$ cat src/design/burner_pos_pkg.sv
package burner_pos_pkg;
    // Channel numbering and widths
    localparam int         CH_N       = 6;
    localparam int         PW         = 10;
    localparam logic [2:0] CH_AIR     = 3'h0;
    localparam logic [2:0] CH_GAS     = 3'h1;
    localparam logic [2:0] CH_OIL     = 3'h2;
    localparam logic [2:0] CH_AUX     = 3'h3;
    localparam logic [2:0] CH_RECIRC  = 3'h4;
    localparam logic [2:0] CH_FAN     = 3'h5;
    // Channels that control air: air, auxiliary, recirculation, fan
    localparam logic [CH_N-1:0] AIR_CTRL_MASK = 6'h39;
    // Position sets held in the target table
    localparam logic [2:0] SET_HOME    = 3'h0;
    localparam logic [2:0] SET_PURGE   = 3'h1;
    localparam logic [2:0] SET_IGNITE  = 3'h2;
    localparam logic [2:0] SET_START   = 3'h3;
    localparam logic [2:0] SET_MINLOAD = 3'h4;
    // Auxiliary drive setting values
    localparam logic [2:0] AUX_OFF        = 3'h0;
    localparam logic [2:0] AUX_MIX        = 3'h1;
    localparam logic [2:0] AUX_FAN        = 3'h2;
    localparam logic [2:0] AUX_RECIRC     = 3'h3;
    localparam logic [2:0] AUX_FAN_RECIRC = 3'h4;
    // Register byte offsets
    localparam logic [11:0] ADDR_CFG  = 12'h000;
    localparam logic [11:0] ADDR_ROT  = 12'h004;
    localparam logic [11:0] ADDR_LOAD = 12'h008;
    localparam logic [11:0] ADDR_STAT = 12'h00c;
    localparam logic [2:0]  TBL_PAGE  = 3'h1;
    localparam logic [2:0]  SIZE_WORD = 3'h2;
    // Field positions
    localparam int CFG_AIR_ON = 0;
    localparam int CFG_GAS_ON = 1;
    localparam int CFG_OIL_ON = 2;
    localparam int CFG_GAUX   = 3;
    localparam int CFG_OAUX   = 4;
    localparam int CFG_SEL    = 5;
    localparam int CFG_CNT    = 8;
    localparam int CFG_AFF    = 10;
    localparam int CFG_GLATE  = 16;
    localparam int CFG_OLATE  = 17;
    localparam int CFG_GPILOT = 18;
    localparam int CFG_OPILOT = 19;
    localparam int ROT_ERASE  = 8;
    localparam int LD_START   = 0;
    localparam int LD_GMIN    = 4;
    localparam int LD_OMIN    = 8;
    localparam int LD_TMAX    = 16;
    // Values after reset
    localparam logic [31:0] CFG_RST  = 32'h0000_0207;
    localparam logic [31:0] LOAD_RST = 32'h0032_0000;
    // Burner control phases
    localparam logic [6:0] PH_PURGE = 7'h18;
    localparam logic [6:0] PH_IGNITE = 7'h24;
    localparam logic [6:0] PH_LOW_EARLY = 7'h32;
    localparam logic [6:0] PH_LOW_LATE = 7'h36;
    // Position limits in 0.1 degree or 0.1 percent
    localparam logic [PW-1:0] DAMPER_MAX = 10'h384;
    localparam logic [PW-1:0] FAN_MAX    = 10'h3e8;
    localparam logic [PW-1:0] FAN_MIN    = 10'h064;
    localparam logic [PW-1:0] POS_TOL    = 10'h014;
    // Timing
    localparam int CLK_NS      = 100;
    localparam int TICK_NS     = 100_000_000;
    localparam int STEP_NS     = 1_000_000;
    localparam int TICK_CYCLES = TICK_NS / CLK_NS;
    localparam int STEP_CYCLES = STEP_NS / CLK_NS;
    // Sequencer states, Gray along the start path through minimum load (START to RUN changes two bits)
    typedef enum logic [2:0] {
        ST_HOME    = 3'h0,
        ST_PURGE   = 3'h1,
        ST_IGNITE  = 3'h3,
        ST_START   = 3'h2,
        ST_MINLOAD = 3'h6,
        ST_RUN     = 3'h7
    } pos_state_t;
endpackage

$ cat src/design/burner_actuator_phase_positioner.sv
// The AHB-Lite register port and the address map were chosen for this implementation.
module burner_actuator_phase_positioner
    import burner_pos_pkg::*;
#(
    parameter int TICK_CYC = TICK_CYCLES,
    parameter int STEP_CYC = STEP_CYCLES
) (
    input  wire logic                    clk_sys,
    input  wire logic                    reset_n,
    input  wire logic                    hsel,
    input  wire logic [31:0]             haddr,
    input  wire logic [1:0]              htrans,
    input  wire logic                    hwrite,
    input  wire logic [2:0]              hsize,
    input  wire logic [31:0]             hwdata,
    input  wire logic                    hready,
    output logic      [31:0]             hrdata,
    output logic                         hreadyout,
    output logic                         hresp,
    input  wire logic [6:0]              phase_code,
    input  wire logic                    fuel_oil,
    input  wire logic                    flame_stable,
    input  wire logic                    speed_std,
    input  wire logic [CH_N-1:0][PW-1:0] pos_fb,
    output logic      [CH_N-1:0][PW-1:0] pos_cmd,
    output logic      [CH_N-1:0]         cmd_valid,
    output logic                         phase_ready,
    output logic                         purge_timer_go,
    output logic                         ignition_release,
    output logic                         start_block,
    output logic                         safety_shutdown
);
    // Parameter check
    if (TICK_CYC < 1 || STEP_CYC < 1 || STEP_CYC > 16384 || TICK_CYC > 2**24) begin : g_chk
        $error("Tick or step cycle count out of range");
    end

    logic [31:0]            cfg_r;
    logic [31:0]            load_r;
    logic [CH_N-1:0]        rot_r;
    logic                   curves_empty_r;
    logic [PW-1:0]          tbl_r [0:127];
    logic                   wr_pend_r;
    logic [11:0]            wr_addr_r;
    logic [31:0]            rd_nxt;
    logic [CH_N-1:0][PW-1:0] fb_m_r;
    logic [CH_N-1:0][PW-1:0] fb_s_r;
    pos_state_t             state_r;
    pos_state_t             state_nxt;
    logic                   ent_r;
    logic                   two_fuel;
    logic                   aux_on;
    logic [2:0]             aux_sel;
    logic                   late;
    logic                   pilot;
    logic                   go_min;
    logic [CH_N-1:0]        active;
    logic [CH_N-1:0]        air_aff;
    logic [2:0]             ch_set [CH_N];
    logic [CH_N-1:0][PW-1:0] tgt_ph;
    logic [CH_N-1:0][PW-1:0] dist_r;
    logic [CH_N-1:0][PW:0]  acc_r;
    logic [CH_N-1:0]        up_r;
    logic [CH_N-1:0]        reach;
    logic [PW-1:0]          dmax_nxt;
    logic [PW-1:0]          dmax_r;
    logic [PW-1:0]          n_r;
    logic [13:0]            stp_r;
    logic                   step;
    logic                   mv_busy_r;
    logic                   ramp_st;
    logic                   all_rch;
    logic [23:0]            pre_r;
    logic [7:0]             tsec_r;
    logic                   superv;
    logic                   tmo;

    // Bus address phase capture; zero wait, always OKAY
    always_ff @(posedge clk_sys) begin
        if (!reset_n) begin
            wr_pend_r <= 1'b0;
            wr_addr_r <= 12'h000;
            hreadyout <= 1'b1;
            hresp     <= 1'b0;
            hrdata    <= 32'h0000_0000;
        end else begin
            hreadyout <= 1'b1;
            hresp     <= 1'b0;
            wr_pend_r <= hsel && htrans[1] && hready && hwrite && hsize == SIZE_WORD
                         && haddr[31:12] == 20'h00000;
            wr_addr_r <= haddr[11:0];
            if (hsel && htrans[1] && hready && !hwrite) begin
                hrdata <= rd_nxt;
            end
        end
    end

    // Read multiplexer; unmapped addresses read zero
    always_comb begin
        rd_nxt = 32'h0000_0000;
        if (haddr[31:12] == 20'h00000) begin
            if (haddr[11:9] == TBL_PAGE) begin
                rd_nxt = {22'h000000, tbl_r[haddr[8:2]]};
            end else begin
                case (haddr[11:0])
                    ADDR_CFG:  rd_nxt = cfg_r;
                    ADDR_ROT:  rd_nxt = {26'h0000000, rot_r};
                    ADDR_LOAD: rd_nxt = load_r;
                    ADDR_STAT: rd_nxt = {25'h0000000, curves_empty_r, safety_shutdown,
                                         start_block, all_rch, state_r};
                    default:   rd_nxt = 32'h0000_0000;
                endcase
            end
        end
    end

    // Configuration registers
    always_ff @(posedge clk_sys) begin
        if (!reset_n) begin
            cfg_r  <= CFG_RST;
            load_r <= LOAD_RST;
            rot_r  <= '0;
        end else if (wr_pend_r) begin
            case (wr_addr_r)
                ADDR_CFG:  cfg_r <= {12'h000, hwdata[19:0]};
                ADDR_LOAD: load_r <= {8'h00, hwdata[23:16], 4'h0, hwdata[11:0]};
                ADDR_ROT:  if (curves_empty_r) rot_r <= hwdata[CH_N-1:0];
                default:   ;
            endcase
        end
    end

    // Target table with curve erase
    always_ff @(posedge clk_sys) begin
        if (!reset_n) begin
            for (int i = 0; i < 128; i++) begin
                tbl_r[i] <= '0;
            end
            curves_empty_r <= 1'b1;
        end else if (wr_pend_r && wr_addr_r == ADDR_ROT && hwdata[ROT_ERASE]) begin
            for (int i = 0; i < 128; i++) begin
                if (3'(i >> 3) >= SET_IGNITE) begin
                    tbl_r[i] <= '0;
                end
            end
            curves_empty_r <= 1'b1;
        end else if (wr_pend_r && wr_addr_r[11:9] == TBL_PAGE) begin
            tbl_r[wr_addr_r[8:2]] <= hwdata[PW-1:0];
            if (wr_addr_r[7:5] >= SET_IGNITE) begin
                curves_empty_r <= 1'b0;
            end
        end
    end

    // Feedback synchroniser
    always_ff @(posedge clk_sys) begin
        if (!reset_n) begin
            fb_m_r <= '0;
            fb_s_r <= '0;
        end else begin
            fb_m_r <= pos_fb;
            fb_s_r <= fb_m_r;
        end
    end

    // Activation and fuel settings
    always_comb begin
        two_fuel = cfg_r[CFG_CNT +: 2] != 2'h1;
        aux_on   = fuel_oil ? cfg_r[CFG_OAUX] : cfg_r[CFG_GAUX];
        aux_sel  = cfg_r[CFG_SEL +: 3];
        late     = fuel_oil ? cfg_r[CFG_OLATE] : cfg_r[CFG_GLATE];
        pilot    = fuel_oil ? cfg_r[CFG_OPILOT] : cfg_r[CFG_GPILOT];
        go_min   = (fuel_oil ? load_r[LD_OMIN +: 4] : load_r[LD_GMIN +: 4])
                   > load_r[LD_START +: 4];
        air_aff  = cfg_r[CFG_AFF +: CH_N];
        active[CH_AIR]    = cfg_r[CFG_AIR_ON];
        active[CH_GAS]    = cfg_r[CFG_GAS_ON] && (!fuel_oil || !two_fuel);
        active[CH_OIL]    = cfg_r[CFG_OIL_ON] && fuel_oil && two_fuel;
        active[CH_AUX]    = aux_on && aux_sel == AUX_MIX;
        active[CH_RECIRC] = aux_on && (aux_sel == AUX_RECIRC || aux_sel == AUX_FAN_RECIRC);
        active[CH_FAN]    = aux_on && (aux_sel == AUX_FAN || aux_sel == AUX_FAN_RECIRC);
    end

    // Per-channel target: set by state, entry by fuel, then limit and sense
    always_comb begin
        logic [PW-1:0] raw;
        logic [PW-1:0] lim;
        raw = '0;
        lim = '0;
        for (int c = 0; c < CH_N; c++) begin
            ch_set[c] = SET_HOME;
            unique case (state_r)
                ST_HOME:    ch_set[c] = (speed_std && air_aff[c]) ? SET_PURGE : SET_HOME;
                ST_PURGE:   ch_set[c] = AIR_CTRL_MASK[c] ? SET_PURGE : SET_HOME;
                ST_IGNITE:  ch_set[c] = SET_IGNITE;
                ST_START:   ch_set[c] = SET_START;
                ST_MINLOAD: ch_set[c] = SET_MINLOAD;
                ST_RUN:     ch_set[c] = go_min ? SET_MINLOAD : SET_START;
            endcase
            raw = tbl_r[{fuel_oil, ch_set[c], 3'(c)}];
            if (3'(c) == CH_FAN) begin
                lim = raw > FAN_MAX ? FAN_MAX : raw;
                tgt_ph[c] = (lim != '0 && lim < FAN_MIN) ? FAN_MIN : lim;
            end else begin
                lim = raw > DAMPER_MAX ? DAMPER_MAX : raw;
                tgt_ph[c] = rot_r[c] ? DAMPER_MAX - lim : lim;
            end
            if (!active[c]) begin
                tgt_ph[c] = '0;
            end
        end
    end

    // Position reached per channel; inactive drives count as reached
    always_comb begin
        dmax_nxt = '0;
        for (int c = 0; c < CH_N; c++) begin
            reach[c] = !active[c] || (fb_s_r[c] >= pos_cmd[c] ? fb_s_r[c] - pos_cmd[c]
                       : pos_cmd[c] - fb_s_r[c]) <= POS_TOL;
            if (active[c] && (tgt_ph[c] >= pos_cmd[c] ? tgt_ph[c] - pos_cmd[c]
                              : pos_cmd[c] - tgt_ph[c]) > dmax_nxt) begin
                dmax_nxt = tgt_ph[c] >= pos_cmd[c] ? tgt_ph[c] - pos_cmd[c]
                           : pos_cmd[c] - tgt_ph[c];
            end
        end
    end

    assign ramp_st = state_r == ST_START || state_r == ST_MINLOAD || state_r == ST_RUN;
    assign step    = stp_r == 14'(STEP_CYC - 1);
    assign all_rch = (&reach) && !mv_busy_r;

    // Commanded positions; ramps share one step count so all arrive together
    always_ff @(posedge clk_sys) begin
        if (!reset_n) begin
            pos_cmd <= '0;
            dist_r  <= '0;
            acc_r   <= '0;
            up_r    <= '0;
        end else begin
            for (int c = 0; c < CH_N; c++) begin
                if (!active[c]) begin
                    pos_cmd[c] <= '0;
                end else if (!ramp_st) begin
                    pos_cmd[c] <= tgt_ph[c];
                end else if (ent_r) begin
                    dist_r[c] <= tgt_ph[c] >= pos_cmd[c] ? tgt_ph[c] - pos_cmd[c]
                                 : pos_cmd[c] - tgt_ph[c];
                    up_r[c]   <= tgt_ph[c] >= pos_cmd[c];
                    acc_r[c]  <= '0;
                end else if (mv_busy_r && step) begin
                    if (acc_r[c] + {1'b0, dist_r[c]} >= {1'b0, dmax_r}) begin
                        acc_r[c]   <= acc_r[c] + {1'b0, dist_r[c]} - {1'b0, dmax_r};
                        pos_cmd[c] <= up_r[c] ? pos_cmd[c] + 10'h001 : pos_cmd[c] - 10'h001;
                    end else begin
                        acc_r[c] <= acc_r[c] + {1'b0, dist_r[c]};
                    end
                end
            end
        end
    end

    // Ramp step pacing and completion
    always_ff @(posedge clk_sys) begin
        if (!reset_n || !ramp_st) begin
            mv_busy_r <= 1'b0;
            dmax_r    <= '0;
            n_r       <= '0;
            stp_r     <= '0;
        end else if (ent_r) begin
            mv_busy_r <= dmax_nxt != '0;
            dmax_r    <= dmax_nxt;
            n_r       <= '0;
            stp_r     <= '0;
        end else if (mv_busy_r) begin
            stp_r <= step ? 14'h0000 : stp_r + 14'h0001;
            if (step) begin
                n_r <= n_r + 10'h001;
                if (n_r + 10'h001 == dmax_r) begin
                    mv_busy_r <= 1'b0;
                end
            end
        end
    end

    // Maximum time supervision in purge and ignition
    assign superv = (state_r == ST_PURGE || state_r == ST_IGNITE) && !ent_r && !all_rch;
    assign tmo    = superv && tsec_r >= load_r[LD_TMAX +: 8];

    always_ff @(posedge clk_sys) begin
        if (!reset_n || ent_r) begin
            pre_r  <= '0;
            tsec_r <= '0;
        end else if (superv) begin
            pre_r <= pre_r == 24'(TICK_CYC - 1) ? 24'h000000 : pre_r + 24'h000001;
            if (pre_r == 24'(TICK_CYC - 1) && tsec_r != 8'hff) begin
                tsec_r <= tsec_r + 8'h01;
            end
        end
    end

    // Safety shutdown; held until burner control returns below purge
    always_ff @(posedge clk_sys) begin
        if (!reset_n) begin
            safety_shutdown <= 1'b0;
        end else if (tmo) begin
            safety_shutdown <= 1'b1;
        end else if (phase_code < PH_PURGE) begin
            safety_shutdown <= 1'b0;
        end
    end

    // Sequencer next state
    always_comb begin
        state_nxt = state_r;
        unique case (state_r)
            ST_HOME: begin
                if (phase_code == PH_PURGE) state_nxt = ST_PURGE;
            end
            ST_PURGE: begin
                if (phase_code == PH_IGNITE) state_nxt = ST_IGNITE;
            end
            ST_IGNITE: begin
                if (flame_stable && ignition_release && (phase_code == PH_LOW_LATE
                    || (phase_code == PH_LOW_EARLY && !(pilot && late)))) begin
                    state_nxt = ST_START;
                end
            end
            ST_START: begin
                if (!ent_r && all_rch) state_nxt = go_min ? ST_MINLOAD : ST_RUN;
            end
            ST_MINLOAD: begin
                if (!ent_r && all_rch) state_nxt = ST_RUN;
            end
            ST_RUN: ;
        endcase
        if (phase_code < PH_PURGE || safety_shutdown) begin
            state_nxt = ST_HOME;
        end
    end

    always_ff @(posedge clk_sys) begin
        if (!reset_n) begin
            state_r <= ST_HOME;
            ent_r   <= 1'b1;
        end else begin
            state_r <= state_nxt;
            ent_r   <= state_nxt != state_r;
        end
    end

    // Status outputs to the burner control and drives
    always_ff @(posedge clk_sys) begin
        if (!reset_n) begin
            phase_ready      <= 1'b0;
            purge_timer_go   <= 1'b0;
            ignition_release <= 1'b0;
            start_block      <= 1'b1;
            cmd_valid        <= '0;
        end else begin
            phase_ready      <= all_rch && !ent_r;
            purge_timer_go   <= state_r == ST_PURGE && all_rch && !ent_r;
            ignition_release <= state_r == ST_IGNITE && all_rch && !ent_r;
            start_block      <= state_r == ST_HOME && !(all_rch && !ent_r);
            cmd_valid        <= active;
        end
    end
endmodule

$ cat config.mk
export PLATFORM = sky130hd
export DESIGN_NAME = burner_actuator_phase_positioner
export DESIGN_NICKNAME = d
export VERILOG_FILES = /design/src/design/burner_pos_pkg.sv /design/src/design/burner_actuator_phase_positioner.sv
export SDC_FILE = /design/constraint.sdc
export NUM_CORES = 2
export LEC_CHECK = 0
export BUFFER_PORTS_ARGS = -buffer_cell sky130_fd_sc_hd__clkbuf_2
export CAP_MARGIN = 25
export CORE_MARGIN = 2
export CORE_UTILIZATION = 50
export CTS_CLUSTER_DIAMETER = 200
export DETAILED_ROUTE_END_ITERATION = 6
export HOLD_SLACK_MARGIN = 0.02
export PLACE_DENSITY = 0.63
export RECOVER_POWER = 25
export SKIP_LAST_GASP = 1
export SLEW_MARGIN = 20
export SYNTH_ARGS = -nofsm -noshare
export SYNTH_HDL_FRONTEND = slang
export SYNTH_SLANG_ARGS = --single-unit
$ cat constraint.sdc
create_clock -name clk_sys -period 43.8 [get_ports clk_sys]
set_clock_uncertainty 0.15 [all_clocks]
set_input_delay 0 -clock clk_sys [delete_from_list [all_inputs] [get_ports clk_sys]]
set_output_delay 0 -clock clk_sys [all_outputs]
set_load 0.02 [all_outputs]
==> reports/metrics.cfg <==
[status]
status=complete, but fails checks
violations=capacitance limit, slew limit

[hold_path]
min_path_type=in2reg
hold_end=wr_pend_r
whs_path_depth=4
hp-start=hready

[synthesis]
synth-seq-cells=1758
syn_area_um2=103000
synth_cell_type_count=115
yosysTopAreaCellShare_pct=37.1
yosysWarningCount=0
syn_area_per_cell_um2=10.9
synth_edf_count=1280
ys_seq_area_share_pct=46.4
yosysMostFrequentCell=and2_1
synth_top_area_cell=edfxtp_1
syn-instance-count=9492
synthTopCellsByCount=and2_1, edfxtp_1, nand2_1
synthArstFlopShare_pct=0
ys_dominant_reg_cell=edfxtp_1
synthTopCellsByArea=edfxtp_1, mux4_2, dfxtp_1

[worst_setup_path]
reg2regPathDepth=77
critical_path_class=reg2reg
slowest_delay_ns=0.78
r2r-end=mv_busy_r
worstReg2RegStart=load_r[10]
rrSetupSlack_ns=22.76
path_max_fanout=57
start_kind=flip-flop
end_kind=flip-flop
crit_path_frequent_cell=ha_1
cp.arrival_ns=21.62
required_ns=44.38
critPathSlowestCell=mux2i_1

[clock_tree]
clockRootBuffer=clkbuf_16
cts_resized=0
cts_tree=yes
max-clock-path-buffers=3
path_clk_slew_ns=0.06
cts.sinks=1758
worstSkewPairLatency_ns=0.87
numCtsBuffers=193
h-tree-depth=4

[finish]
n_fill_cell=17300
post-route-cell-area_um2=116000
drive_gt1_share_pct=13.1
area_delta_synth_final_pct=12.5
finalNetCount=10500

[timing]
hold_viol_final=0
whs_ns=0.0910
fin_setup_tns_ns=0
fmax_mhz=47.5
setup_viol_count_final=0
fin_ws_ns=22.76
fin_crit_sh_pct=48.0
slew_headroom_pct=-130
fin_crit_ns=21.04
worst_slew_pin_slew_ns=3.45
slew_violations=475
rsz0062_at_grt=no

[floorplan]
core_area_um2=205000
ios=249
num_rows=166
die_h_um=459
dieArea_um2=211000
die_x_um=459
start_util_pct=50.4

[route]
drtPass1Iterations=7
drc=0
wl_per_cell_um=28.7
ant_nets=0
first_iter_violations=9231
via_per_inst=6.24
routed-wl-met3_mm=31.0
vias=79100
met1_length_mm=143
dr.max_layer_used=met5
drt-total-wl_mm=363
wl_met2_mm=165

[power]
combPwrFrac_pct=13.6
seq_power_share_pct=45.1
irDropWorstVdd_uv=41.0
p_leak_uw=0.0448
switching_share_pct=26.7
p_switching_uw=1090
internal_power_uw=2990
fin_total_pwr_uw=4080
p_per_area_nw_per_um2=35.1
pwr-share-clk_pct=41.4

[global_routing]
grt-ovfl-total=0
grt_use_total_pct=33.8
grt_pass1_wl_mm=520
grt_max_degree=109
antenna_found_initial=19
grt_pass1_vias=75900

[job]
drv_cap=10

[place]
hpwlAfterDp_mm=260
globalplace.congestion=1.02
pre_cts_slack_ns=22.72
port_buffers=229
place_area_um2=108000

==> metal layers <==
layer | track usage (%) | up-vias
met1 | 44.2 | 39200
met4 | 19.1 | 16
li1 | - | 35100
met5 | 0 | -
met2 | 53.3 | 3908
met3 | 6.11 | 860
==> cell families (layout without fill, tap and decap cells) <==
group / after synthesis / in the layout / synth area share (%)
fa+ha+maj: 495 / 495 / 6.20
buf+inv: 979 / 1465 / 3.66
other cells: 2 / 15 / 0.00726
simple gates: 3480 / 3480 / 17.6
xor+xnor: 271 / 271 / 2.29
flops: 1758 / 1758 / 46.4
mux: 764 / 764 / 12.9
compound gates: 1743 / 1743 / 10.9
==> how the worst max path moves through the flow <==
| stage | cells after the start | start | slack, ns | to |
|---|---|---|---|---|
| after floorplan | 86 | fuel_oil | 25.83 | mv_busy_r |
| after global placement | 79 | fuel_oil | 22.67 | mv_busy_r |
| after detailed placement | 79 | fuel_oil | 22.72 | mv_busy_r |
| after CTS | 78 | load_r[10] | 23.00 | mv_busy_r |
| after global routing | 81 | fuel_oil | 21.46 | mv_busy_r |
| final | 77 | load_r[10] | 22.76 | mv_busy_r |
==> state kept, by name (all words and copies together), names as in the netlist, 12 cells and up <==
register	cells
fb_m_r	60
hrdata	24
load_r	20
pre_r	24
tbl_r	1280
acc_r	66
pos_cmd	60
fb_s_r	60
wr_addr_r	12
dist_r	60
stp_r	14
cfg_r	20
==> metrics by stage <==
step	utilization, %	cells
after floorplan	-	9500
after global placement	52.5	12100
after detailed placement	52.5	12100
after CTS	56.8	12700
after global routing	56.7	12700
final	56.7	12700
==> final cells by class <==
cell class	count	area [um^2]	area share, %
Antenna cell	5	12.5	0.0107
Clock buffer	255	5320	4.57
Clock inverter	100	1210	1.04
Inverter	403	1510	1.30
Multi-Input combinational cell	6763	51900	44.5
Sequential cell	1758	48000	41.2
Tap cell	2688	3360	2.89
Timing Repair Buffer	707	5140	4.41
==> cell usage in the layout (no fill, tap or decap), drive strengths merged, types with 404 or more instances in the layout <==
master	synthesis	final
inv	399	404
mux4	448	448
edfxtp	1280	1280
nor2	670	670
o21ai	427	427
and2	1451	1451
nand2	683	683
dfxtp	478	478
a21oi	483	483
clkbuf	452	511
ha	465	465
==> power groups by stage <==
stage,logic (uW),clock network [uW],registers [uW]
3_5_place_dp,529,0,1870
3_3_place_gp,524,0,1870
5_1_grt,588,1770,1840
4_1_cts,546,1700,1840
2_1_floorplan,345,0,1860
6_report,554,1690,1840
==> repair_timing <==
item,CTS,global route
setup buffers,0,0
endpoints found under the hold margin,1002,0
hold buffers,225,0
==> critical path: cells and delay by family, from the launching register on <==
family                   cells  cell delay (ns)
AND/OR/NAND/NOR             26             4.97
multiplexers                 6             2.57
flip-flops                   1             0.42
AO/OA/AOI/OAI               29             7.44
adder cells (fa/ha/maj)      8             2.51
XOR/XNOR                     1             0.54
buffers and inverters        7             2.16
Note: power is estimated with default switching activity, not from simulation.
